## src/rtl/rail_slew_consts.svh

```systemverilog
/*
  Offsets, field positions, reset values and timing counts for the rail
  ramp-control and linear-regulator setpoint registers.
  Assumes a 50 MHz clock and byte-wide registers on an internal port.
*/
// Summary of operation
// - Ramp-start bit clears itself after transition
// - Ramp-start write ramps both buck rails
// - Bypass bit lets setpoint updates start ramp
// - Ramp rate paces only buck rails
// - Rate codes 0-6 give 160 to 2.5 us/step
// - Rate code 7 applies setpoint at once
// - Ramp control at 0x1A, reset 0x6
// - Linear setpoint writes need write unlock
// - Linear setpoint write blanks monitoring 5 ms
// - Linear setpoint at 0x1B, reset 0x1F
// - Linear code is 0.900 V plus 25 mV steps
// - Buck-boost setpoint bits 5-0, reset 32h
`ifndef RAIL_SLEW_CONSTS_SVH
`define RAIL_SLEW_CONSTS_SVH

// ----------------------------------------------------------------
// Register offsets
// ----------------------------------------------------------------
`define BUCKBOOST_OFFSET      8'h19
`define RAMP_CONTROL_OFFSET   8'h1a
`define LINEAR_REG_OFFSET     8'h1b

// ----------------------------------------------------------------
// Reset values and fields
// ----------------------------------------------------------------
`define BUCKBOOST_RESET       8'hb2
`define RAMP_CONTROL_RESET    8'h06
`define LINEAR_REG_RESET      8'h1f
`define RAMP_START_BIT        7
`define RAMP_BYPASS_BIT       6
`define RATE_FASTEST          3'h6
`define RATE_IMMEDIATE        3'h7
`define BUCKBOOST_TOP_CODE    6'h34

// ----------------------------------------------------------------
// Timing
// ----------------------------------------------------------------
`define CLK_PERIOD_NS         20
`define CLK_FREQ_KHZ          50000
`define STEP_MIN_TIME_NS      2500
`define BLANK_TIME_MS         5
`define STEP_MIN_CYCLES  ((`STEP_MIN_TIME_NS + `CLK_PERIOD_NS - 1) / `CLK_PERIOD_NS)
`define BLANK_CYCLES          (`BLANK_TIME_MS * `CLK_FREQ_KHZ)
`define BLANK_CNT_W           20
`define STEP_CNT_W            16

`endif

```

## src/rtl/rail_slew_pkg.sv

```systemverilog
/*
  Types shared by the ramp pacer and the register bank.
  Assumes rail_slew_consts.svh is on the include path.
*/
`include "rail_slew_consts.svh"

package rail_slew_pkg;

  // ----------------------------------------------------------------
  // Register layouts
  // ----------------------------------------------------------------
  typedef struct packed {
    logic       ramp_start;
    logic       ramp_start_bypass;
    logic [2:0] reserved;
    logic [2:0] rate;
  } ramp_control_type;

  typedef struct packed {
    logic [1:0] reserved;
    logic [5:0] code;
  } linear_reg_type;

  typedef struct packed {
    logic       light_load_skip;
    logic       reserved;
    logic [5:0] code;
  } buckboost_type;

  // ----------------------------------------------------------------
  // Register port request
  // ----------------------------------------------------------------
  typedef struct packed {
    logic [7:0] addr;
    logic [7:0] wdata;
    logic       wr;
    logic       rd;
  } reg_req_type;

  // ----------------------------------------------------------------
  // Pacer state
  // ----------------------------------------------------------------
  typedef enum logic [0:0] {
    pacer_idle,
    pacer_stepping
  } pacer_phase_type;

  typedef struct packed {
    pacer_phase_type         phase;
    logic [5:0]              level;
    logic [5:0]              goal;
    logic [`STEP_CNT_W-1:0]  count;
  } pacer_state_type;

  // ----------------------------------------------------------------
  // Register bank state
  // ----------------------------------------------------------------
  typedef struct packed {
    ramp_control_type        ramp;
    linear_reg_type          ldo;
    buckboost_type           bb;
    logic [`BLANK_CNT_W-1:0] ldo_blank;
    logic [`BLANK_CNT_W-1:0] bb_blank;
    logic [7:0]              rdata;
  } bank_state_type;

endpackage

```

## src/rtl/rail_slew_and_ldo_regs.sv

```systemverilog
/*
  Ramp control, linear regulator setpoint and buck-boost setpoint
  registers with the buck rail ramp pacing and monitor blanking.
  Assumes the serial bus slave presents one-cycle read and write
  strobes on an internal byte port, and that the password logic
  outside drives write_unlocked.
*/
`include "rail_slew_consts.svh"

module rail_slew_and_ldo_regs
  import rail_slew_pkg::*;
#(
  parameter int         BLANK_CYCLES     = `BLANK_CYCLES,
  parameter int         STEP_CYCLES      = `STEP_MIN_CYCLES,
  parameter logic [5:0] BUCK_LEVEL_RESET = 6'h00
) (
  // Clock and reset
  input  wire logic        clk,
  input  wire logic        rst,
  // Register port
  input  wire reg_req_type req,
  output logic       [7:0] reg_rdata,
  // Write protection from the password logic
  input  wire logic        write_unlocked,
  // Buck rail setpoints held elsewhere
  input  wire logic  [5:0] buck_rail_one_setpoint,
  input  wire logic  [5:0] buck_rail_two_setpoint,
  input  wire logic  [1:0] buck_setpoint_update,
  // Paced buck rail levels
  output logic       [5:0] buck_rail_one_level,
  output logic       [5:0] buck_rail_two_level,
  output logic       [1:0] buck_ramp_busy,
  // Unpaced rails
  output logic       [5:0] linear_reg_rail_code,
  output logic       [5:0] buckboost_rail_code,
  output logic             buckboost_light_load_skip,
  // Monitor blanking
  output logic             linear_reg_monitor_blank,
  output logic             buckboost_monitor_blank
);

  bank_state_type state;
  bank_state_type next_state;
  logic     [1:0] start_rail;
  logic     [5:0] rail_setpoint [2];
  logic     [5:0] rail_level    [2];
  logic           go_write;
  logic           ldo_write;
  logic           bb_write;

  // ----------------------------------------------------------------
  // Address decode
  // ----------------------------------------------------------------
  function automatic logic hit(
    input reg_req_type r,
    input logic  [7:0] offset
  );
    return r.addr == offset;
  endfunction

  // ----------------------------------------------------------------
  // Write strobes
  // ----------------------------------------------------------------
  // Protected registers drop the write silently when locked.
  assign go_write  = req.wr && hit(req, `RAMP_CONTROL_OFFSET)
                     && req.wdata[`RAMP_START_BIT];
  assign ldo_write = req.wr && hit(req, `LINEAR_REG_OFFSET)
                     && write_unlocked;
  assign bb_write  = req.wr && hit(req, `BUCKBOOST_OFFSET)
                     && write_unlocked;

  // ----------------------------------------------------------------
  // Ramp launch for each buck rail
  // ----------------------------------------------------------------
  // Bypass uses the stored bit, so a write that sets bypass does not
  // itself count as a setpoint update.
  assign rail_setpoint[0] = buck_rail_one_setpoint;
  assign rail_setpoint[1] = buck_rail_two_setpoint;

  genvar gi;
  generate
    for (gi = 0; gi < 2; gi++) begin : g_rail
      assign start_rail[gi] = go_write
        || (state.ramp.ramp_start_bypass
            && buck_setpoint_update[gi]);

      // Only the two buck rails pass through a pacer
      ramp_pacer #(
        .STEP_CYCLES (STEP_CYCLES),
        .LEVEL_RESET (BUCK_LEVEL_RESET)
      ) u_pacer (
        .clk    (clk),
        .rst    (rst),
        .start  (start_rail[gi]),
        .target (rail_setpoint[gi]),
        .rate   (state.ramp.rate),
        .level  (rail_level[gi]),
        .busy   (buck_ramp_busy[gi])
      );
    end
  endgenerate

  // ----------------------------------------------------------------
  // Next state
  // ----------------------------------------------------------------
  always_comb begin
    next_state = state;

    // Ramp control register
    if (req.wr && hit(req, `RAMP_CONTROL_OFFSET)) begin
      next_state.ramp.ramp_start_bypass =
        req.wdata[`RAMP_BYPASS_BIT];
      next_state.ramp.rate = req.wdata[2:0];
    end
    next_state.ramp.reserved = 3'h0;

    // A new start beats completion in the same cycle; writing 0 to
    // the start bit is a no-change, so only completion clears it.
    if (go_write) begin
      next_state.ramp.ramp_start = 1'b1;
    end else if (state.ramp.ramp_start && (buck_ramp_busy == 2'b00)) begin
      next_state.ramp.ramp_start = 1'b0;
    end

    // Linear regulator setpoint
    if (ldo_write) begin
      next_state.ldo.code = req.wdata[5:0];
    end
    next_state.ldo.reserved = 2'h0;

    // Buck-boost setpoint, applied without pacing
    if (bb_write) begin
      next_state.bb.light_load_skip = req.wdata[7];
      next_state.bb.code = req.wdata[5:0];
    end
    next_state.bb.reserved = 1'b0;

    // Each blanking counter restarts on every accepted write to its own register
    if (ldo_write) begin
      next_state.ldo_blank = `BLANK_CNT_W'(BLANK_CYCLES);
    end else if (state.ldo_blank != '0) begin
      next_state.ldo_blank = state.ldo_blank - `BLANK_CNT_W'(1);
    end
    if (bb_write) begin
      next_state.bb_blank = `BLANK_CNT_W'(BLANK_CYCLES);
    end else if (state.bb_blank != '0) begin
      next_state.bb_blank = state.bb_blank - `BLANK_CNT_W'(1);
    end

    // Read data, zero for unmapped offsets
    if (req.rd) begin
      if (hit(req, `RAMP_CONTROL_OFFSET)) begin
        next_state.rdata = state.ramp;
      end else if (hit(req, `LINEAR_REG_OFFSET)) begin
        next_state.rdata = state.ldo;
      end else if (hit(req, `BUCKBOOST_OFFSET)) begin
        next_state.rdata = state.bb;
      end else begin
        next_state.rdata = 8'h00;
      end
    end
  end

  // ----------------------------------------------------------------
  // State register
  // ----------------------------------------------------------------
  always_ff @(posedge clk) begin
    if (rst) begin
      state.ramp      <= `RAMP_CONTROL_RESET;
      state.ldo       <= `LINEAR_REG_RESET;
      state.bb        <= `BUCKBOOST_RESET;
      state.ldo_blank <= '0;
      state.bb_blank  <= '0;
      state.rdata     <= 8'h00;
    end else begin
      state <= next_state;
    end
  end

  // ----------------------------------------------------------------
  // Outputs
  // ----------------------------------------------------------------
  assign reg_rdata                 = state.rdata;
  assign buck_rail_one_level       = rail_level[0];
  assign buck_rail_two_level       = rail_level[1];
  assign linear_reg_rail_code      = state.ldo.code;
  assign buckboost_rail_code       = state.bb.code;
  assign buckboost_light_load_skip = state.bb.light_load_skip;
  assign linear_reg_monitor_blank  = (state.ldo_blank != '0);
  assign buckboost_monitor_blank   = (state.bb_blank != '0);

endmodule

```

## src/rtl/ramp_pacer.sv

```systemverilog
/*
  Steps one buck rail's applied setpoint code toward a latched goal at
  the programmed time per step.
  Assumes start is a one-cycle pulse and target is valid with it.
*/
`include "rail_slew_consts.svh"

module ramp_pacer
  import rail_slew_pkg::*;
#(
  parameter int         STEP_CYCLES = `STEP_MIN_CYCLES,
  parameter logic [5:0] LEVEL_RESET = 6'h00
) (
  // Clock and reset
  input  wire logic       clk,
  input  wire logic       rst,
  // Control
  input  wire logic       start,
  input  wire logic [5:0] target,
  input  wire logic [2:0] rate,
  // Applied level
  output logic      [5:0] level,
  output logic            busy
);

  pacer_state_type state;
  pacer_state_type next_state;

  // ----------------------------------------------------------------
  // Cycles per step for a rate code
  // ----------------------------------------------------------------
  function automatic logic [`STEP_CNT_W-1:0] step_cycles(
    input logic [2:0] code
  );
    logic [`STEP_CNT_W-1:0] base;
    base = `STEP_CNT_W'(STEP_CYCLES);
    return base << (`RATE_FASTEST - code);
  endfunction

  // ----------------------------------------------------------------
  // Next state
  // ----------------------------------------------------------------
  // Rate is sampled at each reload, so a rate change takes effect
  // on the following step rather than restarting the ramp.
  always_comb begin
    next_state = state;
    if (start) begin
      next_state.goal = target;
      if (rate == `RATE_IMMEDIATE) begin
        next_state.level = target;
        next_state.phase = pacer_idle;
      end else begin
        next_state.phase = pacer_stepping;
        next_state.count = step_cycles(rate) - `STEP_CNT_W'(1);
      end
    end else if (state.phase == pacer_stepping) begin
      if (state.level == state.goal) begin
        next_state.phase = pacer_idle;
      end else if (rate == `RATE_IMMEDIATE) begin
        next_state.level = state.goal;
      end else if (state.count == '0) begin
        if (state.level < state.goal) begin
          next_state.level = state.level + 6'h01;
        end else begin
          next_state.level = state.level - 6'h01;
        end
        next_state.count = step_cycles(rate) - `STEP_CNT_W'(1);
      end else begin
        next_state.count = state.count - `STEP_CNT_W'(1);
      end
    end
  end

  // ----------------------------------------------------------------
  // State register
  // ----------------------------------------------------------------
  always_ff @(posedge clk) begin
    if (rst) begin
      state.phase <= pacer_idle;
      state.level <= LEVEL_RESET;
      state.goal  <= LEVEL_RESET;
      state.count <= '0;
    end else begin
      state <= next_state;
    end
  end

  // Outputs
  assign level = state.level;
  assign busy  = (state.phase == pacer_stepping);

endmodule
```

## config.mk

```make
export PLATFORM = sky130hd
export DESIGN_NAME = rail_slew_and_ldo_regs
export DESIGN_NICKNAME = d
export VERILOG_FILES = /design/src/rtl/rail_slew_pkg.sv /design/src/rtl/rail_slew_and_ldo_regs.sv /design/src/rtl/ramp_pacer.sv
export VERILOG_INCLUDE_DIRS = /design/src /design/src/rtl
export SDC_FILE = /design/constraint.sdc
export NUM_CORES = 1
export LEC_CHECK = 0
export BUFFER_PORTS_ARGS = -buffer_cell sky130_fd_sc_hd__buf_4
export CELL_PAD_IN_SITES_DETAIL_PLACEMENT = 1
export CELL_PAD_IN_SITES_GLOBAL_PLACEMENT = 1
export CORE_ASPECT_RATIO = 0.9
export CORE_UTILIZATION = 40
export DETAILED_ROUTE_END_ITERATION = 8
export GPL_ROUTABILITY_DRIVEN = 1
export MAX_ROUTING_LAYER = met4
export PLACE_DENSITY = 0.7
export SLEW_MARGIN = 25
export SYNTH_ARGS = -nofsm -noshare
export SYNTH_HDL_FRONTEND = slang
export SYNTH_SLANG_ARGS = --single-unit
```

## constraint.sdc

```tcl
create_clock -name clk -period 6.55 [get_ports clk]
set_input_delay 0.3275 -clock clk [delete_from_list [all_inputs] [get_ports clk]]
set_output_delay 0.3275 -clock clk [all_outputs]
set_load 0.03 [all_outputs]
```

; Yosys cells after proc, flatten, opt, wreduce, memory -nomap -nowiden
; Index checks and enable logic that the tools add are counted.
[op_classes]
order_cmp = 2
shift = 1
n_reduce_logical = 27
muxes = 37
eq_ne = 16
n_addsub = 10
[ops]
columns = cell, count
row1 = two-way mux 16 bit, 11
row2 = two-way mux 20 bit, 4
row3 = two-way mux 6 bit, 10
row4 = "subtractor 16 x 1 -> 16 bit, second input constant", 3
row5 = nonzero test 20 bit, 2
row6 = "subtractor 20 x 1 -> 20 bit, second input constant", 2
row7 = zero test 16 bit, 2
row8 = two-way mux 7 bit, 4
row9 = "equality test 8 x 5 -> 1 bit, second input constant", 3
row10 = two-way mux 8 bit, 3
row11 = AND reduction 4 bit, 4
row12 = "<< shifter 7 x 3 -> 16 bit, first input constant", 1
row13 = "adder 6 x 1 -> 6 bit, second input constant", 2
row14 = equality test 6 bit, 2
row15 = less-than comparator 6 bit, 2
row16 = "subtractor 6 x 1 -> 6 bit, second input constant", 2
row17 = "!= test 2 bit, second input constant", 5
row18 = nonzero test 2 bit, 5
row19 = logical AND 1 bit, 9
row20 = "!= test 3 bit, second input constant", 2
row21 = two-way mux 1 bit, 5
row22 = "!= test 2 x 1 -> 1 bit, second input constant", 2
row23 = "!= test 4 bit, second input constant", 1
row24 = OR reduction 2 bit, 2
row25 = other kinds (4), 5
[word_totals]
out_inout_bits = 37
wordCells = 115
ff_bits = 130
in_bits = 35

; Depth between registers and ports, before layout
[logic_depth]
depth_word = 8
mapped_depth = 12
mapped_depth_nobuf = 12

; Modules after synthesis
; Synthesis repeated with hierarchy kept, for this count alone.
[unflattened]
hier_cells = 981
hier_area_um2 = 8071.5
[modules_own_cells]
columns = mod, cells_each, seq_area_each_um2, instances, area_per_inst_um2
row1 = rail_slew_and_ldo_regs, 373, 1321.3, 1, 3291.9
row2 = ramp_pacer (g_rail[1].u_pacer), 297, 580.6, 1, 2399.8
row3 = ramp_pacer (g_rail[0].u_pacer), 311, 580.6, 1, 2379.8

; Worst setup path before layout
; No wires, ideal clock.
[synth_timing]
path_type = flip-flop to flip-flop
start = register, netlist name g_rail[0].u_pacer.level[0]
end = register, netlist name g_rail[0].u_pacer.level[5]
n_path_buf = 0
required_ps = 6455
path_slack_ps = 3639
period_less_slack_ps = 2911
setup_ps = 95
path_stages_with_launch = 13
arrival_time_ps = 2815
path_cell_list = dfxtp_1 inv_1 ha_1 nor2b_1 o31ai_1 a21oi_1 ha_1 a211oi_1 nor2_1 a311oi_1 nand4_1 a41o_1 a221oi_1
[synth_via]
elab_chain_cells = 7
word_cells_on_any_way = 12
cone_classes = add/sub: 2 / order compare: 1 / eq/ne: 2 / mux: 6 / reduce/logical: 1
[synth_lines]
columns = item, line
row1 = subtractor 6 x 1 -> 6 bit (tied with other cells), ramp_pacer.sv:65  ; next_state.level = state.level - 6'h01;
row2 = two-way mux 6 bit, ramp_pacer.sv:62  ; if (state.level < state.goal) begin
row3 = two-way mux 6 bit, ramp_pacer.sv:61  ; end else if (state.count == '0) begin
row4 = two-way mux 6 bit, ramp_pacer.sv:59  ; end else if (rate == `RATE_IMMEDIATE) begin
row5 = two-way mux 6 bit, ramp_pacer.sv:57  ; if (state.level == state.goal) begin
row6 = two-way mux 7 bit, ramp_pacer.sv:56  ; end else if (state.phase == pacer_stepping) begin
row7 = two-way mux 7 bit, ramp_pacer.sv:47  ; if (start) begin
; Parallel ways exist; a longest one is shown, timed or not. The select of a mux whose other input is x is not followed.
; A chain may end at the register's enable or synchronous reset.

; Worst setup path after layout
[layout_timing]
start = register, netlist name g_rail[0].u_pacer.level[0]
end = register, netlist name g_rail[0].u_pacer.level[5]
[layout_via]
elab_chain_cells = 7
word_cells_on_any_way = 12
cone_classes = add/sub: 2 / order compare: 1 / eq/ne: 2 / mux: 6 / reduce/logical: 1
[layout_lines]
columns = item, line
row1 = subtractor 6 x 1 -> 6 bit (tied with other cells), ramp_pacer.sv:65
row2 = two-way mux 6 bit, ramp_pacer.sv:62
row3 = two-way mux 6 bit, ramp_pacer.sv:61
row4 = two-way mux 6 bit, ramp_pacer.sv:59
row5 = two-way mux 6 bit, ramp_pacer.sv:57
row6 = two-way mux 7 bit, ramp_pacer.sv:56
row7 = two-way mux 7 bit, ramp_pacer.sv:47
; Parallel ways exist; a longest one is shown, timed or not. The select of a mux whose other input is x is not followed.

==> impl_metrics.json <==
{
  "netlist_area_um2": 7640,
  "worst-slew-pin-transition_ns": 0.999,
  "required_ns": 6.88,
  "final_layout_size_suffix_gt1_share_pct": 13.0,
  "worstPathCellList": "inv_1 -> ha_1 -> nor2b_1 -> o31ai_1 -> a21oi_1 -> ha_1 -> a211oi_1 -> nor2_1 -> a311oi_1 -> nand4_1 -> a41o_1 -> a221oi_1",
  "async_flop_share_pct": 0,
  "initial_core_util_pct": 41.2,
  "cts_setup_buffers": 0,
  "min_path_type": "in -> reg",
  "synth_top_area_share_pct": 32.5,
  "die-area_um2": 19700,
  "cpLargestDelayFamily": "compound AO/OA/AOI/OAI gates",
  "slowest_stage": "a21oi_1",
  "grt.overflow.total": 0,
  "fin_util_pct": 46.9,
  "start_kind": "register",
  "dr.first_iter.drc_count": 404,
  "crit_type": "reg -> reg",
  "die_w_um": 148,
  "min_path_cells": 3,
  "ys_warn_count": 0,
  "end_kind": "register",
  "syn2layout_area_growth_pct": 13.7,
  "hold_violations": 0,
  "cts_buffer_depth": 2,
  "die_y_um": 133,
  "ant_nets": 0,
  "track_usage_pct": 25.2,
  "diodes": 0,
  "port_buffers": 71,
  "via_per_inst": 5.77,
  "yosysTopAreaCell": "dfxtp_1",
  "synth_fp_nets": 1046,
  "max_slew_margin_pct": 33.2,
  "slowest_delay_ns": 0.52,
  "final_cell_mix": "dfxtp_1, nand2_1, nor2_1",
  "max_freq_mhz": 290,
  "drt-pass1-iter-count": 4,
  "cts_tree": "yes",
  "dr_total_vias": 7201,
  "final_common_cell": "dfxtp_1",
  "outcome": "complete, no violations",
  "root_buffer": "clkbuf_16",
  "ys_ff_latch": 124,
  "clk_latency_ns": 0.42,
  "cap_violations": 0,
  "ios": 72,
  "grt_pass1_vias": 7212,
  "cts.sinks": 124,
  "dpl.hpwl_um": 16100,
  "multi_input_area_um2": 4570,
  "slew_viol_final": 0,
  "grt_start_max_net_pins": 41,
  "nets": 1060,
  "worst_slack_ns": 3.10,
  "fin_crit_ns": 3.45,
  "syn_area_per_cell_um2": 7.83,
  "synth_cells": 976,
  "numCtsBuffers": 17,
  "synth_edf_count": 0,
  "core_um2": 18500,
  "routed_wl_um": 23000,
  "synth_area_leaders": "dfxtp_1, nand2_1, a21oi_1, ha_1, nor2_1",
  "regArea_um2": 2480,
  "place_ws_ns": 3.10,
  "wl_per_cell_um": 18.5,
  "grt_pass1_wl_um": 38200,
  "num_rows": 47,
  "remaining_drc_errors": 0,
  "cts_resized": 0,
  "nFillCells": 2308,
  "skew_ns": 0.0101,
  "rsz0062_at_grt": "false",
  "p_leak_uw": 0.00342,
  "reg2reg_depth": 12,
  "crit_buf_inv": 1,
  "setup_viol": 0,
  "synth-main-ff-cell": "dfxtp_1",
  "gp_congestion": 0.850,
  "final.setup.tns_ns": 0,
  "htreeDepth": 4,
  "synthDistinctLibCells": 84,
  "path_common_cell": "ha_1",
  "clk_pin_slew_ns": 0.06,
  "fin_crit_sh_pct": 52.7,
  "power_density_nw_per_um2": 308,
  "ir_worst_vdd_uv": 211,
  "cts_hold_buf": 0,
  "path_depth": 12,
  "antenna_found_initial": 0,
  "ys_seq_area_share_pct": 32.5,
  "critPathArrivalTime_ns": 3.78,
  "critical_path_peak_fanout": 7
}
## through the flow
step,area (um2),power (uW),hold WS [ns],std cells
6_report,8680,2670,0.133,1248
5_1_grt,8680,2850,0.130,1248
4_1_cts,8680,2700,0.122,1248
3_5_place_dp,8050,1650,0.453,1216
3_3_place_gp,8050,1640,0.445,1216
2_1_floorplan,7640,1500,0.436,976
## cell families after synthesis
group / Yosys count / synth area share, %
simple gates: 401 / 26.0
compound gates: 249 / 21.1
flops: 124 / 32.5
buf+inv: 112 / 7.62
xor+xnor: 36 / 4.31
fa+ha+maj: 35 / 5.93
mux: 19 / 2.54
## state kept, by name, indices dropped and copies added, names as in the netlist
signal / cells
state: 45
g_rail.u_pacer.state: 44
g_rail.u_pacer.level: 12
reg_rdata: 8
buckboost_rail_code: 6
linear_reg_rail_code: 6
g_rail.u_pacer.busy: 2
buckboost_light_load_skip: 1
## path summary, 6_finish.rpt
check / slack (ns) / to / start
worst max-delay path: 3.10 / g_rail[0].u_pacer.level[5]$_SDFFE_PP0P_ / g_rail[0].u_pacer.level[0]$_SDFFE_PP0P_
worst min-delay path: 0.13 / buckboost_light_load_skip$_SDFFE_PP1P_ / req[9]
worst max register to register: 3.10 / g_rail[0].u_pacer.level[5]$_SDFFE_PP0P_ / g_rail[0].u_pacer.level[0]$_SDFFE_PP0P_
worst min register to register: 0.46 / g_rail[1].u_pacer.state[19]$_SDFFE_PP0P_ / g_rail[1].u_pacer.state[19]$_SDFFE_PP0P_
## final cells by class
cell class,count,area share [%]
Multi-Input combinational cell,740,52.7
Sequential cell,124,28.6
Timing Repair Buffer,75,6.49
Clock buffer,17,4.90
Tap cell,245,3.53
Clock inverter,15,2.42
Inverter,32,1.38
## Yosys cell counts (6+ instances only)
library cell  number
a31oi_1           13
o21a_1             7
inv_1             31
buf_4             35
nor4_1            18
xor2_1            15
mux2i_1           16
xnor2_1           20
nand3_1           52
nand2_1          116
nor2_1            90
nand4_1           10
a32oi_1            8
or3_1             10
and2_1             6
o31ai_1            7
ha_1              33
o21ai_0           42
o211ai_1           7
o21ai_1            7
nor2b_1            9
nor3b_1            8
dfxtp_1          124
a21oi_1           86
buf_2              6
nor3_1            38
clkbuf_1          34
a21o_1             6
a211oi_1          14
## where the power goes
| group | total [uW] | internal (uW) | switching (uW) |
|---|---|---|---|
| Sequential | 925 | 846 | 79.0 |
| Clock | 1040 | 644 | 391 |
| Combinational | 713 | 297 | 416 |
## routing by layer
| metal | part of all wire, % | vias to the layer above | global-route usage [%] |
|---|---|---|---|
| met4 | 1.4 | 0 | 6.64 |
| li1 | - | 3541 | - |
| met2 | 45 | 129 | 38.7 |
| met5 | 0 | - | - |
| met1 | 49 | 3505 | 34.2 |
| met3 | 4.1 | 26 | 4.25 |
## tightest hold or removal path, cell delays in order
cell and delay, ns:
buf_4 0.08, nand2_1 0.04, nand3_1 0.07
(Power assumes the default switching activity.)
